--- src/pkg/bfp_pkg.sv ---
package bfp_pkg;

  // ************************************************************
  // timing
  // ************************************************************
  localparam int CLK_HZ = 20000000;
  localparam int HALF_CYCLE_MS = 10; // half cycle of 50 Hz
  localparam int HALF_CYCLE_CLKS = (CLK_HZ / 1000) * HALF_CYCLE_MS;
  localparam int TMR_W = 24;
  localparam logic [TMR_W-1:0] TMR_ZERO = 24'h000000;
  localparam logic [TMR_W-1:0] TMR_ONE = 24'h000001;

  // ************************************************************
  // initiation sources and reset options
  // ************************************************************
  typedef enum logic [1:0] {
    BFP_INIT_CURRENT,
    BFP_INIT_SEF,
    BFP_INIT_NONCURRENT,
    BFP_INIT_EXTERNAL
  } bfp_init_e;

  typedef enum logic [1:0] {
    BFP_RST_UC_ONLY,
    BFP_RST_PROT_RESET,
    BFP_RST_CB_OPEN
  } bfp_rst_opt_e;

  // undercurrent detector states, one bit each
  typedef struct packed {
    logic phase_a_undercurrent;
    logic phase_b_undercurrent;
    logic phase_c_undercurrent;
    logic neutral_undercurrent;
    logic sensitive_earth_undercurrent;
  } bfp_uc_s;

  // trip initiations, one bit per source
  typedef struct packed {
    logic current_trip;
    logic sef_trip;
    logic noncurrent_trip;
    logic external_trip;
  } bfp_trip_s;

endpackage : bfp_pkg

--- src/hdl/bfp_timer.sv ---
`timescale 1ns/100ps

module bfp_timer #(
  parameter int W = 24
) (
  input wire logic clk,
  input wire logic rst_b,
  input wire logic enable,
  input wire logic start,
  input wire logic clear,
  input wire logic [W-1:0] delay,
  output logic expired
);

  logic running_ff;
  logic nxt_running;
  logic [W-1:0] count_ff;
  logic [W-1:0] nxt_count;
  logic expired_ff;
  logic nxt_expired;

  // ************************************************************
  // count ticks; expiry latches until clear or enable low
  // ************************************************************
  always_comb
  begin
    nxt_running = running_ff;
    nxt_count = count_ff;
    nxt_expired = expired_ff;
    if (clear || !enable)
    begin
      nxt_running = 1'b0;
      nxt_count = '0;
      nxt_expired = 1'b0;
    end
    else if (start && !running_ff && !expired_ff)
    begin
      nxt_running = 1'b1;
      nxt_count = '0;
    end
    else if (running_ff)
    begin
      if (count_ff >= delay)
      begin
        nxt_running = 1'b0;
        nxt_expired = 1'b1;
      end
      else
      begin
        nxt_count = count_ff + W'(1);
      end
    end
  end

  always_ff @(posedge clk or negedge rst_b)
  begin
    if (!rst_b)
    begin
      running_ff <= 1'b0;
      count_ff <= '0;
      expired_ff <= 1'b0;
    end
    else
    begin
      running_ff <= nxt_running;
      count_ff <= nxt_count;
      expired_ff <= nxt_expired;
    end
  end

  assign expired = expired_ff;

  a_expiry_holds: assert property (@(posedge clk) disable iff (!rst_b)
    expired_ff && !clear && enable |=> expired_ff)
    else $error("timer expiry dropped without clear");

endmodule : bfp_timer

--- src/hdl/bfp_top.sv ---
`timescale 1ns/100ps
// Function
// - timer one starts on initiating trip, timer two too in retrip mode
// - simple mode: timer one gives backtrip
// - retrip mode: timer one gives retrip
// - retrip mode: timer two gives backtrip
// - initiation selectable internal or external
// - every reset needs undercurrents reset-qualified
// - current initiation resets on phase and neutral undercurrents
// - sef initiation resets on sef undercurrent
// - non-current reset: three selectable options
// - external reset: three selectable options
// - separate reset setting for non-current and external initiation
// - same-sign half cycle blocks trip outputs
// - zero-crossing applies after breaker open
// - breaker fail may reset start outputs

module bfp_top #(
  parameter int TMR_W = bfp_pkg::TMR_W,
  parameter int HALF_CYCLE = bfp_pkg::HALF_CYCLE_CLKS
) (
  input wire logic clk,
  input wire logic rst_b,
  input wire logic use_external, // initiation source select
  input wire logic retrip_mode, // 0 simple, 1 retrip plus backtrip
  input wire logic reset_starts_en, // clear start outputs on failure
  input wire bfp_pkg::bfp_rst_opt_e noncurrent_rst_opt,
  input wire bfp_pkg::bfp_rst_opt_e external_rst_opt,
  input wire logic [TMR_W-1:0] first_delay,
  input wire logic [TMR_W-1:0] second_delay,
  input wire bfp_pkg::bfp_trip_s trips,
  input wire bfp_pkg::bfp_uc_s uc,
  input wire logic cb_all_poles_open,
  input wire logic sample_valid,
  input wire logic sample_negative,
  input wire logic [3:0] starts_in,
  output logic retrip,
  output logic backtrip,
  output logic zcd_active,
  output logic [3:0] starts_out
);

  // ************************************************************
  // initiation latch
  // ************************************************************
  bfp_pkg::bfp_init_e src_ff;
  bfp_pkg::bfp_init_e nxt_src;
  logic active_ff;
  logic nxt_active;
  logic init_any;
  logic uc_all;
  logic clear_tmr;
  logic t1_exp;
  logic t2_exp;
  logic prot_reset;
  bfp_pkg::bfp_rst_opt_e opt_sel;

  // internal elements used unless external selected
  always_comb
  begin
    if (use_external)
      init_any = trips.external_trip;
    else
      init_any = trips.current_trip | trips.sef_trip | trips.noncurrent_trip;
  end

  // source priority: current, sef, non-current
  always_comb
  begin
    nxt_src = src_ff;
    nxt_active = active_ff;
    if (clear_tmr)
      nxt_active = 1'b0;
    else if (init_any && !active_ff)
    begin
      nxt_active = 1'b1;
      if (use_external)
        nxt_src = bfp_pkg::BFP_INIT_EXTERNAL;
      else if (trips.current_trip)
        nxt_src = bfp_pkg::BFP_INIT_CURRENT;
      else if (trips.sef_trip)
        nxt_src = bfp_pkg::BFP_INIT_SEF;
      else
        nxt_src = bfp_pkg::BFP_INIT_NONCURRENT;
    end
  end

  always_ff @(posedge clk or negedge rst_b)
  begin
    if (!rst_b)
    begin
      src_ff <= bfp_pkg::BFP_INIT_CURRENT;
      active_ff <= 1'b0;
    end
    else
    begin
      src_ff <= nxt_src;
      active_ff <= nxt_active;
    end
  end

  // ************************************************************
  // reset mechanism
  // ************************************************************
  assign uc_all = uc.phase_a_undercurrent & uc.phase_b_undercurrent & uc.phase_c_undercurrent
                & uc.neutral_undercurrent;

  // non-current and external initiations each have their own option setting
  always_comb
  begin
    opt_sel = bfp_pkg::BFP_RST_UC_ONLY;
    prot_reset = 1'b0;
    clear_tmr = 1'b0;
    case (src_ff)
      bfp_pkg::BFP_INIT_CURRENT:
        clear_tmr = active_ff & uc_all;
      bfp_pkg::BFP_INIT_SEF:
        clear_tmr = active_ff & uc.sensitive_earth_undercurrent;
      bfp_pkg::BFP_INIT_NONCURRENT:
      begin
        opt_sel = noncurrent_rst_opt;
        prot_reset = !trips.noncurrent_trip;
      end
      bfp_pkg::BFP_INIT_EXTERNAL:
      begin
        opt_sel = external_rst_opt;
        prot_reset = !trips.external_trip;
      end
      default:
        clear_tmr = 1'b0;
    endcase
    if (src_ff == bfp_pkg::BFP_INIT_NONCURRENT || src_ff == bfp_pkg::BFP_INIT_EXTERNAL)
    begin
      // undercurrent always qualifies, so a jammed pole cannot reset us
      case (opt_sel)
        bfp_pkg::BFP_RST_UC_ONLY: clear_tmr = active_ff & uc_all;
        bfp_pkg::BFP_RST_PROT_RESET: clear_tmr = active_ff & prot_reset & uc_all;
        bfp_pkg::BFP_RST_CB_OPEN: clear_tmr = active_ff & cb_all_poles_open & uc_all;
        default: clear_tmr = active_ff & uc_all;
      endcase
    end
  end

  // ************************************************************
  // failure timers
  // ************************************************************
  bfp_timer #(.W(TMR_W)) u_first_failure_timer (
    .clk(clk),
    .rst_b(rst_b),
    .enable(1'b1),
    .start(init_any),
    .clear(clear_tmr),
    .delay(first_delay),
    .expired(t1_exp)
  );

  // only enabled in retrip mode
  bfp_timer #(.W(TMR_W)) u_second_failure_timer (
    .clk(clk),
    .rst_b(rst_b),
    .enable(retrip_mode),
    .start(init_any),
    .clear(clear_tmr),
    .delay(second_delay),
    .expired(t2_exp)
  );

  // ************************************************************
  // zero crossing detector
  // ************************************************************
  logic [TMR_W-1:0] zc_cnt_ff;
  logic [TMR_W-1:0] nxt_zc_cnt;
  logic sign_ff;
  logic nxt_sign;
  logic zcd_ff;
  logic nxt_zcd;

  // only after breaker opens is subsidence the sole current
  always_comb
  begin
    nxt_zc_cnt = zc_cnt_ff;
    nxt_sign = sign_ff;
    nxt_zcd = zcd_ff;
    if (!cb_all_poles_open)
    begin
      nxt_zc_cnt = bfp_pkg::TMR_ZERO;
      nxt_zcd = 1'b0;
    end
    else if (sample_valid)
    begin
      nxt_sign = sample_negative;
      if (sample_negative != sign_ff)
      begin
        nxt_zc_cnt = bfp_pkg::TMR_ZERO;
        nxt_zcd = 1'b0;
      end
      else if (zc_cnt_ff >= TMR_W'(HALF_CYCLE))
        nxt_zcd = 1'b1;
      else
        nxt_zc_cnt = zc_cnt_ff + bfp_pkg::TMR_ONE;
    end
  end

  always_ff @(posedge clk or negedge rst_b)
  begin
    if (!rst_b)
    begin
      zc_cnt_ff <= bfp_pkg::TMR_ZERO;
      sign_ff <= 1'b0;
      zcd_ff <= 1'b0;
    end
    else
    begin
      zc_cnt_ff <= nxt_zc_cnt;
      sign_ff <= nxt_sign;
      zcd_ff <= nxt_zcd;
    end
  end

  // ************************************************************
  // outputs
  // ************************************************************
  logic retrip_ff;
  logic backtrip_ff;
  logic [3:0] starts_ff;
  logic nxt_retrip;
  logic nxt_backtrip;
  logic [3:0] nxt_starts;

  // zcd blocks both outputs while subsidence current flows
  always_comb
  begin
    nxt_retrip = retrip_mode & t1_exp & !nxt_zcd;
    if (retrip_mode)
      nxt_backtrip = t2_exp & !nxt_zcd;
    else
      nxt_backtrip = t1_exp & !nxt_zcd;
    nxt_starts = (reset_starts_en && nxt_backtrip) ? 4'h0 : starts_in;
  end

  always_ff @(posedge clk or negedge rst_b)
  begin
    if (!rst_b)
    begin
      retrip_ff <= 1'b0;
      backtrip_ff <= 1'b0;
      starts_ff <= 4'h0;
    end
    else
    begin
      retrip_ff <= nxt_retrip;
      backtrip_ff <= nxt_backtrip;
      starts_ff <= nxt_starts;
    end
  end

  assign retrip = retrip_ff;
  assign backtrip = backtrip_ff;
  assign zcd_active = zcd_ff;
  assign starts_out = starts_ff;

  a_zcd_blocks: assert property (@(posedge clk) disable iff (!rst_b)
    zcd_ff |-> !retrip_ff && !backtrip_ff)
    else $error("trip output while zero crossing asserted");
  a_simple_no_retrip: assert property (@(posedge clk) disable iff (!rst_b)
    !$past(retrip_mode) |-> !retrip_ff)
    else $error("retrip in simple mode");
  a_retrip_cause: assert property (@(posedge clk) disable iff (!rst_b)
    $rose(retrip_ff) |-> $past(t1_exp) && $past(retrip_mode))
    else $error("retrip without first timer expiry");
  a_backtrip_cause: assert property (@(posedge clk) disable iff (!rst_b)
    $rose(backtrip_ff) |-> $past(retrip_mode) ? $past(t2_exp) : $past(t1_exp))
    else $error("backtrip without timer expiry");
  a_reset_qualified: assert property (@(posedge clk) disable iff (!rst_b)
    clear_tmr && src_ff != bfp_pkg::BFP_INIT_SEF |-> uc_all)
    else $error("timer reset without undercurrent");
  a_sef_reset: assert property (@(posedge clk) disable iff (!rst_b)
    active_ff && src_ff == bfp_pkg::BFP_INIT_SEF && uc.sensitive_earth_undercurrent |=> !active_ff)
    else $error("sef initiation not reset");
  a_zcd_needs_open: assert property (@(posedge clk) disable iff (!rst_b)
    !cb_all_poles_open |=> !zcd_ff)
    else $error("zero crossing asserted with breaker closed");
  a_starts_cleared: assert property (@(posedge clk) disable iff (!rst_b)
    backtrip_ff && $past(reset_starts_en) |-> starts_ff == 4'h0)
    else $error("start outputs kept during breaker fail");

endmodule : bfp_top

--- config.mk ---
export PLATFORM = sky130hd
export DESIGN_NAME = bfp_top
export DESIGN_NICKNAME = d
export VERILOG_FILES = /design/src/pkg/bfp_pkg.sv /design/src/hdl/bfp_timer.sv /design/src/hdl/bfp_top.sv
export SDC_FILE = /design/constraint.sdc
export NUM_CORES = 1
export LEC_CHECK = 0
export BUFFER_PORTS_ARGS = -buffer_cell sky130_fd_sc_hd__buf_2
export CAP_MARGIN = 5
export CELL_PAD_IN_SITES_DETAIL_PLACEMENT = 0
export CELL_PAD_IN_SITES_GLOBAL_PLACEMENT = 1
export CORE_ASPECT_RATIO = 1.2
export CORE_UTILIZATION = 45
export DETAILED_ROUTE_END_ITERATION = 8
export PLACE_DENSITY = 0.84
export SLEW_MARGIN = 20
export SYNTH_ARGS = -nofsm -noshare
export SYNTH_HDL_FRONTEND = slang
export SYNTH_HIERARCHICAL = 1
export SYNTH_SLANG_ARGS = --single-unit
--- constraint.sdc ---
create_clock -name clk -period 3.33 [get_ports clk]
set_input_delay 0.333 -clock clk [delete_from_list [all_inputs] [get_ports clk]]
set_output_delay 0.333 -clock clk [all_outputs]
set_load 0.02 [all_outputs]
# == Word-level counts from Yosys, hierarchy flattened ==
# Index checks and enable logic that the tools add are counted.
# totals
inputBits,73
wordCells,125
register_bits,87
# op_classes
reduce_logical,32
n_addsub,3
bitwise,16
magnitude_cmp,3
n_eq_ne,12
mux,45
# op_table
op,n
2-to-1 mux 24 bit,12
adder 24 x 1 -> 24 bit (second input constant),3
>= comparator 24 bit,2
2-to-1 mux 1 bit,25
>= comparator 24 x 18 -> 1 bit (second input constant),1
bitwise AND 1 bit,13
AND reduction 2 bit,5
nonzero test 2 bit,5
zero test 1 bit,9
equality test 2 bit (second input constant),3
logical AND 1 bit,6
2-to-1 mux 2 bit,3
inequality test 2 x 1 -> 1 bit (second input constant),3
inequality test 3 x 1 -> 1 bit (second input constant),2
case mux 1 bit (2 select lines),3
AND reduction 3 bit,2
nonzero test 3 bit,2
equality test 2 x 1 -> 1 bit (second input constant),2
2-to-1 mux 4 bit,1
case mux 2 bit (2 select lines),1
inequality test 3 bit (second input constant),1
zero test 2 bit,1
logical OR 1 bit,2
OR 1 bit,2
other kinds (2),2

# == Longest topological paths before layout ==
# Gate-level depths: netlist of the first run.
# logic_depth
ltp_word,10
ltp_mapped,12
depth_no_buf,11

# == Modules after synthesis ==
# Netlist of the first run, hierarchy kept.
# modules_own_cells
mod,area_each_um2,cells_per_inst,instances,seq_area_each_um2
bfp_timer,2080.7,247,2,650.6
bfp_top,1884.3,191,1,875.8

# == Worst setup path after synthesis of the first run ==
# No wires, ideal clock.
# synth_timing
kind,register to register
start,register u_first_failure_timer.count_ff[0]
end,register u_first_failure_timer.count_ff[19]
slack_ps,921
t_arrival_ps,2273
path_stages_with_launch,11
n_path_buf,2
setup_time_ps,136
path_cell_list,dfrtp_1 inv_1 ha_1 nand2b_4 a2111oi_4 o31ai_2 o31a_4 buf_6 buf_2 o41ai_1 a21oi_1
# synth_between
elab_chain_cells,5
# synth_rtl
item,line,rtl
"start, declared",bfp_timer.sv:17,logic [W-1:0] count_ff;
"start signal, assigned",bfp_timer.sv:66,count_ff <= nxt_count;
adder 24 x 1 -> 24 bit,bfp_timer.sv:50,nxt_count = count_ff + W'(1);
2-to-1 mux 24 bit,bfp_timer.sv:43,if (count_ff >= delay)
2-to-1 mux 24 bit,bfp_timer.sv:41,else if (running_ff)
2-to-1 mux 24 bit,bfp_timer.sv:36,else if (start && !running_ff && !expired_ff)
2-to-1 mux 24 bit,bfp_timer.sv:30,if (clear || !enable)
# Several ways; a longest one is shown, not always the timed one. The select of a mux whose other input is x is not followed.
# A chain may end at the register's enable or synchronous reset.

# == Final worst setup path of the first run ==
# layout_timing
start,register u_second_failure_timer.count_ff[17]
end,register u_second_failure_timer.count_ff[6]
# layout_between
elab_chain_cells,3
# layout_rtl
item,line
"start, declared",bfp_timer.sv:17
"start signal, assigned",bfp_timer.sv:66
>= comparator 24 bit,bfp_timer.sv:43
inequality test 3 x 1 -> 1 bit (no source line),n/a
AND reduction 2 bit (no source line),n/a
# Every way passes these cells.

==> results.md, run 1 <==
- CP peak stage delay: 0.53 ns
- Final nets: 889
- FFs w/ async S/R, synth: 100%
- Slew HR: 52.6%
- Initial Util: 45.9%
- Crit path cell chain: ha_1, a21oi_1, o21ai_1, a22oi_1, nand3_1, buf_4, or4b_1, mux2i_1
- Worst-Skew Late Latency: 0.33 ns
- CTS max path bufs: 2
- Critical path type: reg2reg
- Tcrit/Tclk final: 81.6%
- Seq/Total Area, Yosys: 36.0%
- Required time worst endpoint: 3.54 ns
- Pwr per Cell Area: 368 nW/um^2
- Final WS setup: 0.613 ns
- Routed Antenna Nets: 0
- HPWL after DPL: 10.7 mm
- #FFs+latches synth: 87
- CTS buffer count: 9
- Syn Area/Cell: 8.83 sq um
- Setup violations, final: 0
- Mapped Cells: 685
- Die Width: 108 um
- Primary FF master, synth: dfrtp_1
- Core area: 13200 sq um
- EDFF count, synth: 0
- Crit end category: register
- Vias in the first global route: 5292
- Post-Route Setup TNS: 0 ns
- Iter 0 DRT Violations: 185
- VDD IR-drop max: 327 uV
- Clk_skew: 0.00923 ns
- CTS Hold Bufs: 0
- Hold crit path type: in2async
- TritonCTS Sinks: 87
- Placed Instances: 920
- Post-Syn Nets: 811
- Mapped cell area: 6050 sq um
- IO Port Bufs: 79
- Place WS: 0.625 ns
- Syn-to-layout area delta: 14.0%
- Final Hold Vio Count: 0
- Leakage: 3.22 nW
- Largest net degree at the start of global routing: 53
- Clock Tree Root: clkbuf_16
- RD Place Congestion: 0.829
- H-tree lvl count: 3
- Critical path's top delay family: simple AND/OR/NAND/NOR gates
- DR vias: 5505
- TritonCTS clock tree: yes
- Aggregate global-route resource usage: 21.6%
- Final hold slack: 0.0401 ns
- Initial antenna violation count: 0
- First-pass GRT wire length: 24.1 mm
- Die extent in y: 129 um
- Drt total wl: 14.2 mm
- Most common cell after layout, fill and taps aside: dfrtp_1
- Crit path max fanout: 15
- CTS clk-pin slew, worst paths: 0.06 ns
- Full die area: 13900 sq um
- F_max: 368 MHz
- Detailed Routing Iterations Pass 1: 5
- Rows: 46
- Bufs and invs on worst path: 1
- Max_cap viols: 0
- Wire length per cell: 15.2 um
- Layout cells sized above 1: 17.1%
- I/O pin cnt: 80
- CP arrival: 2.93 ns
- Slew Limit Fails: 0
- RSZ-0062 raised after global routing: false
- # resized after CTS: 0
- Aggregate global routing overflow: 0
- Highest-count cells in the layout ignoring fill and taps: dfrtp_1, buf_2, a21oi_1
- Least-Margin Pin Slew: 0.701 ns
- Synth warn: 6
- Crit path time final: 2.72 ns
- Non-Filler Instances: 937
- Status: completed
- Synth unique cells: 60
- Setup Buffers After CTS: 0
- CP max stage cell: or4b_1
- Post-DR vias/cell: 5.88
- CP Launch Type: register
- DRC violations left: 0
-- metal layers --
| layer | global-route usage (%) | part of all wire, % | up-vias |
|---|---|---|---|
| li1 | - | - | 2706 |
| met1 | 25.3 | 42 | 2681 |
| met2 | 41.1 | 54 | 106 |
| met3 | 2.23 | 3.4 | 12 |
| met4 | 6.20 | 1.2 | 0 |
| met5 | 0 | 0 | - |
-- flip-flops by register name, indices dropped and copies added, names as in the netlist --
register,cells
zcd_active,1
backtrip,1
src_ff,2
active_ff,1
retrip,1
u_second_failure_timer/count_ff,24
starts_out,4
u_second_failure_timer/running_ff,1
u_first_failure_timer/expired,1
u_first_failure_timer/running_ff,1
zc_cnt_ff,24
u_first_failure_timer/count_ff,24
u_second_failure_timer/expired,1
sign_ff,1
-- power by group --
group          internal, mW  total [mW]  switching [mW]
combinational         0.170       0.446           0.276
sequential             1.09        1.14          0.0475
clock                 0.545       0.951           0.406
-- worst paths after layout --
kind                                                           from                                  end  slack, ns  depth (start not counted)
worst max register to register  u_second_failure_timer/count_ff[17]   u_second_failure_timer/count_ff[6]       0.61                          8
max in group asynchronous                                     rst_b  u_second_failure_timer/count_ff[19]       2.55                          2
worst max-delay path            u_second_failure_timer/count_ff[17]   u_second_failure_timer/count_ff[6]       0.61                          8
min in group clk                                       starts_in[2]                        starts_out[2]       0.24                          2
worst min-delay path                                          rst_b                        starts_out[0]       0.04                          1
worst min register to register                        zc_cnt_ff[22]                        zc_cnt_ff[22]       0.48                          1
-- per-stage QoR --
step	util (%)	instance area (sq um)	total power [mW]
final	52.3	6890	2.53
after global routing	52.3	6890	2.67
after CTS	52.3	6890	2.55
after detailed placement	50.2	6610	1.60
after global placement	50.2	6610	1.59
after floorplan	-	6050	1.44
-- synthesized netlist by cell type (8+ instances only) --
master,instances,area (sq um)
and3_1,10,62.6
dfrtp_1,87,2180
or4_1,30,225
nand2_1,63,236
nor2_1,46,173
nand4_1,23,144
nand3_1,30,150
a31o_2,8,70.1
ha_1,53,663
inv_1,62,233
a21oi_1,75,375
clkbuf_1,9,33.8
o21ai_0,14,70.1
o31ai_1,31,233
buf_2,8,40.0
nor3_1,13,65.1
nand2b_1,9,56.3
-- cell type report --
type	instances	area [sq um]
sequential	87	2180
tap	168	210
clock buffer	13	260
timing repair buffer	89	473
clock inverter	3	17.5
multi-input combinational	514	3520
fill	1240	6290
inverter	62	233
antenna	1	2.50
-- cell families (layout without fill, tap and decap cells) --
| logic type | count (synthesis) | in the layout | share of synthesized area (%) |
|---|---|---|---|
| AOI/OAI and AO/OA | 187 | 187 | 22.0 |
| xor gates and xnor gates | 4 | 4 | 0.580 |
| adders and majority gates | 53 | 53 | 11.0 |
| buffers and inverters | 84 | 167 | 5.75 |
| DFF | 87 | 87 | 36.0 |
| muxes | 7 | 7 | 1.20 |
| other | 1 | 2 | 0.0620 |
| and+or+nand+nor | 262 | 262 | 23.4 |
-- worst reg2reg max path: cells and delay by family (launching register included) --
kind / cells / cell delay [ns]
AND/OR/NAND/NOR: 2 / 0.86
buffers and inverters: 1 / 0.31
flip-flops: 1 / 0.44
multiplexers: 1 / 0.13
adder cells (fa/ha/maj): 1 / 0.32
AO/OA/AOI/OAI: 3 / 0.54
(Power assumes the default switching activity.)
==> run 2: changes to the inputs <==
==> constraint.sdc (replaced) <==
create_clock -name clk -period 2.7 [get_ports clk]
set_input_delay 0.27 -clock clk [delete_from_list [all_inputs] [get_ports clk]]
set_output_delay 0.27 -clock clk [all_outputs]
set_load 0.02 [all_outputs]
==> results.md, run 2 (synthesis results as in run 1) <==
- Syn-to-layout area delta: 16.6%
- Clk pwr share: 40.0%
- Highest-count cells in the layout ignoring fill and taps: dfrtp_1, buf_2, a21oi_1
- Iter 0 DRT Violations: 216
- Vias in the first global route: 5270
- Worst-Skew Late Latency: 0.34 ns
- Power after layout: 3.31 mW
- Tcrit/Tclk final: 96.2%
- F_max: 385 MHz
- Setup Buffers After CTS: 0
- Most used routing layer in global routing: met2
- Comb power frac: 17.7%
- Net Sw Frac: 27.0%
- TritonCTS Sinks: 87
- CTS max path bufs: 2
- Critical path type: reg2reg
- DP Area: 6680 sq um
- CP peak stage delay: 0.58 ns
- Detailed Routing Iterations Pass 1: 5
- Top flop regs: u_first_failure_timer/count_ff: 24 flops, u_second_failure_timer/count_ff: 24 flops, zc_cnt_ff: 24 flops
- Met1 Use GR: 25.4%
- Routed Antenna Nets: 0
- Final WS setup: 0.102 ns
- Crit path cell chain: inv_1, ha_1, nand2b_4, a2111oi_4, o31ai_2, o31a_4, or4b_1, mux2i_1
- Required time worst endpoint: 2.92 ns
- TritonCTS clock tree: yes
- Layout cells sized above 1: 18.0%
- Rows: 46
- Layout Utilization: 53.5%
- CP arrival: 2.82 ns
- DRC violations left: 0
- Switching Power: 0.894 mW
- Place WS: 0.0939 ns
- Max_cap viols: 0
- Leakage: 3.28 nW
- Drt total wl: 14.9 mm
- First-pass GRT wire length: 24.0 mm
- Non-Filler Instances: 945
- VDD IR-drop max: 345 uV
- Aggregate global-route resource usage: 21.6%
- Core area: 13200 sq um
- Reg power frac: 42.3%
- Crit path time final: 2.60 ns
- Initial antenna violation count: 1
- Crit path max fanout: 37
- CTS buffer count: 9
- Slew HR: 52.6%
- Final hold slack: 0.203 ns
- Post-DR vias/cell: 5.95
- DR vias: 5621
- Final Hold Vio Count: 0
- CTS clk-pin slew, worst paths: 0.06 ns
- CP Launch Type: register
- Largest net degree at the start of global routing: 48
- Slew Limit Fails: 0
- Die Width: 108 um
- Post-Route Setup TNS: 0 ns
- H-tree lvl count: 3
- Least-Margin Pin Slew: 0.710 ns
- Setup violations, final: 0
- Pwr per Cell Area: 469 nW/um^2
- I/O pin cnt: 80
- Status: completed
- Hold crit path type: in2reg
- Placed Instances: 925
- Pint: 2.41 mW
- HPWL after DPL: 11.0 mm
- Crit end category: register
- Aggregate global routing overflow: 0
- Finished Cell Area: 7050 sq um
- Clock Tree Root: clkbuf_16
- RD Place Congestion: 0.865
- Initial Util: 45.9%
- Most common cell after layout, fill and taps aside: dfrtp_1
- GR Util met3: 3.44%
- Clk_skew: 0.00830 ns
- IO Port Bufs: 79
- M2 GR Usage: 39.4%
- CP max stage cell: or4b_1
- Wire length per cell: 15.7 um
- Final nets: 898
- Die extent in y: 129 um
- Full die area: 13900 sq um
==> run 2: changes by cell type in the layout (fill, tap and decap cells not counted), moves of 2 or more <==
cell       previous run  this run
buf_12                0         2
o31a_2                0         3
bufinv_16             0         2
buf_4                11        14
clkinv_2              2         0
==> run 2: repair_timing <==
item,in CTS,in global routing
endpoints found under the hold margin,46,0
endpoints found under the setup margin,0,22
gates resized for setup,0,4
hold buffers,1,0
==> run 2: per-layer routing <==
metal	vias up	wire (um)
met2	133	7860
met3	20	550
met1	2736	6210
met4	0	264
li1	2732	-
met5	-	0
==> run 2: area by class of cell <==
| class | count | area (sq um) |
|---|---|---|
| Clock inverter | 3 | 67.6 |
| Inverter | 62 | 233 |
| Tap cell | 168 | 210 |
| Sequential cell | 87 | 2180 |
| Timing Repair Buffer | 95 | 546 |
| Fill cell | 1239 | 6130 |
| Antenna cell | 1 | 2.50 |
| Clock buffer | 12 | 246 |
| Multi-Input combinational cell | 517 | 3570 |
==> run 2: power by group through the flow <==
stage / clock network (mW) / registers (mW) / logic, mW
global route: 1.40 / 1.40 / 0.654
global placement: 0 / 1.42 / 0.562
detailed placement: 0 / 1.42 / 0.582
finish: 1.32 / 1.40 / 0.586
CTS: 1.35 / 1.40 / 0.585
floorplan: 0 / 1.40 / 0.374
==> run 2: final timing paths <==
kind	slack, ns	depth (start not counted)	startpoint	end
worst max-delay path	0.10	8	u_first_failure_timer/count_ff[0]	u_first_failure_timer/count_ff[6]
max in group asynchronous	1.52	3	rst_b	zc_cnt_ff[7]
min in group asynchronous	0.50	2	rst_b	starts_out[2]
worst min-delay path	0.20	2	starts_in[2]	starts_out[2]
worst min register to register	0.49	1	zc_cnt_ff[18]	zc_cnt_ff[18]
worst max register to register	0.10	8	u_first_failure_timer/count_ff[0]	u_first_failure_timer/count_ff[6]
==> run 2: critical path: cells and delay by family, from the launching register on <==
family,cells,cell delay [ns]
multiplexers,1,0.13
buffers and inverters,1,0.07
adder cells (fa/ha/maj),1,0.27
flip-flops,1,0.39
AO/OA/AOI/OAI,3,0.88
AND/OR/NAND/NOR,2,0.73
==> run 3: changes to the inputs <==
--- a/config.mk
+++ b/config.mk
@@ -10,11 +10,10 @@
 export CELL_PAD_IN_SITES_DETAIL_PLACEMENT = 0
 export CELL_PAD_IN_SITES_GLOBAL_PLACEMENT = 1
 export CORE_ASPECT_RATIO = 1.2
-export CORE_UTILIZATION = 45
+export CORE_UTILIZATION = 44
 export DETAILED_ROUTE_END_ITERATION = 8
-export PLACE_DENSITY = 0.84
+export PLACE_DENSITY_LB_ADDON = 0.1
 export SLEW_MARGIN = 20
 export SYNTH_ARGS = -nofsm -noshare
 export SYNTH_HDL_FRONTEND = slang
-export SYNTH_HIERARCHICAL = 1
 export SYNTH_SLANG_ARGS = --single-unit
==> results.md, run 3 <==
- Synth Area in Adders: 11.0%
- DRC violations left: 0
- CP peak stage delay: 0.46 ns
- Post-Synth Simple-Gate Area: 26.9%
- Die extent in y: 130 um
- Worst-Skew Late Latency: 0.35 ns
- Compound-Gate Fraction of Synth Area: 14.7%
- Slew HR: 54.0%
- Max_cap viols: 0
- Power after layout: 3.82 mW
- RSZ-0062 raised after global routing: false
- Most common cell in the synthesized netlist: dfrtp_1
- Least-Margin Pin Slew: 0.690 ns
- Synth warn: 0
- TritonCTS clock tree: yes
- Aggregate global routing overflow: 0
- Clk_skew: 0.0104 ns
- Area fraction of the dominant cell type after synthesis: 36.2%
- CP max stage cell: or4_1
- EDFF count, synth: 0
- CTS buffer count: 9
- Synth unique cells: 50
- VDD IR-drop max: 350 uV
- Setup violations, final: 0
- CP Launch Type: register
- FFs w/ async S/R, synth: 100%
- Core area: 13300 sq um
- Primary FF master, synth: dfrtp_1
- Critical path's top delay family: compound AO/OA/AOI/OAI gates
- HPWL after DPL: 11.7 mm
- Ant diodes: 0
- Post-Syn Nets: 826
- Mux share of post-synthesis cell area: 3.54%
- Highest-count cells in the layout ignoring fill and taps: dfrtp_1, buf_2, inv_1
- Tcrit/Tclk final: 94.0%
- Most common cell after layout, fill and taps aside: dfrtp_1
- Required time worst endpoint: 2.96 ns
- RD Place Congestion: 0.841
- I/O pin cnt: 80
- Crit path cell chain: ha_1, a21o_1, a221o_1, a22oi_2, nand4_1, buf_12, or4_1, a21oi_1
- IO Port Bufs: 79
- Xor-xnor portion of the synthesized cell area: 1.31%
- Synth top cells by count: dfrtp_1, inv_1, nand2_1, a21oi_1, ha_1
- Aggregate global-route resource usage: 22.9%
- TritonCTS Sinks: 87
- Largest family of logic cells by synthesized area: simple AND/OR/NAND/NOR gates
- Syn-to-layout area delta: 20.5%
- Crit path time final: 2.54 ns
- Rows: 46
- First-pass GRT wire length: 25.4 mm
- Full die area: 14100 sq um
- Syn Area/Cell: 8.58 sq um
- DR vias: 5600
- Iter 0 DRT Violations: 174
- Slew Limit Fails: 0
- Die Width: 109 um
- Area contributors post-synth: dfrtp_1, ha_1, a21oi_1, inv_1, nand2_1
- Final nets: 923
- Crit end category: register
- F_max: 394 MHz
- Routed Antenna Nets: 0
- Mapped Cells: 700
- Final Hold Vio Count: 0
- Detailed Routing Iterations Pass 1: 5
- Leakage: 3.39 nW
- Seq/Total Area, Yosys: 36.2%
- Pwr per Cell Area: 528 nW/um^2
- CTS max path bufs: 2
- CTS clk-pin slew, worst paths: 0.06 ns
- Clock Tree Root: clkbuf_16
- #FFs+latches synth: 87
- Post-DR vias/cell: 5.77
- Vias in the first global route: 5307
- Mapped cell area: 6010 sq um
- Hold crit path type: in2reg
- Bufs and invs on worst path: 1
- Layout cells sized above 1: 18.1%
- Post-Route Setup TNS: 0 ns
- Top flop regs: u_first_failure_timer.count_ff: 24 flops, u_second_failure_timer.count_ff: 24 flops, zc_cnt_ff: 24 flops
- CP arrival: 2.80 ns
- H-tree lvl count: 3
- Wire length per cell: 16.1 um
- Initial antenna violation count: 0
- Status: completed
- Largest net degree at the start of global routing: 50
- Crit path max fanout: 28
- Post-synth top area cell: dfrtp_1
- Critical path type: reg2reg
- Drt total wl: 15.6 mm
- Initial Util: 45.2%
-- run 3: per-stage QoR --
stage | setup slack [ns] | hold slack [ns] | utilization, % | cells | cell area [sq um]
2_1_floorplan | 0.196 | -0.0256 | - | 700 | 6010
3_3_place_gp | 0.148 | 0.347 | 51.4 | 952 | 6830
3_5_place_dp | 0.0342 | 0.355 | 51.4 | 952 | 6830
4_1_cts | 0.00790 | 0.152 | 54.2 | 969 | 7210
5_1_grt | 0.0123 | 0.155 | 54.5 | 970 | 7240
6_report | 0.162 | 0.165 | 54.5 | 970 | 7240
-- run 3: final cells by class --
class,count,area [sq um]
Clock buffer,9,225
Clock inverter,7,144
Fill cell,1261,6050
Inverter,70,263
Multi-Input combinational cell,513,3490
Sequential cell,87,2180
Tap cell,168,210
Timing Repair Buffer,116,728
-- run 3: power by group --
group          internal [mW]  total, mW  switching [mW]
combinational          0.333      0.851           0.519
sequential              1.36       1.43          0.0730
clock                   1.00       1.54           0.534
total                   2.70       3.82            1.13
-- run 3: what timing repair did --
action,in CTS,in global routing
hold endpoints to repair,45,0
hold buffers,1,0
gates resized for setup,0,4
buffers inserted,0,1
endpoints found under the setup margin,0,19
-- run 3: worst paths after layout --
check / start / end / slack (ns) / cells past startpoint
max: u_first_failure_timer.count_ff[9] / u_first_failure_timer.count_ff[11] / 0.16 / 8
min: starts_in[3] / starts_out[3] / 0.17 / 2
min reg2reg: zc_cnt_ff[21] / zc_cnt_ff[21] / 0.52 / 1
min in group asynchronous: rst_b / u_first_failure_timer.count_ff[21] / 0.50 / 2
max in group asynchronous: rst_b / u_second_failure_timer.count_ff[8] / 1.51 / 3
max reg2reg: u_first_failure_timer.count_ff[9] / u_first_failure_timer.count_ff[11] / 0.16 / 8
-- run 3: logic make-up after synthesis --
logic type,Yosys count
AO/OA/AOI/OAI,142
XOR/XNOR,9
adder cells (fa/ha/maj),53
buffers and inverters,100
flip-flops,87
multiplexers,21
AND/OR/NAND/NOR,288
-- run 3: per-layer routing --
| layer | vias to the layer above | share of wire [%] | GRT usage, % |
|---|---|---|---|
| li1 | 2771 | - | - |
| met1 | 2691 | 43 | 28.3 |
| met2 | 117 | 52 | 40.2 |
| met3 | 21 | 3.7 | 3.90 |
| met4 | 0 | 1.6 | 7.87 |
| met5 | - | 0 | 0 |
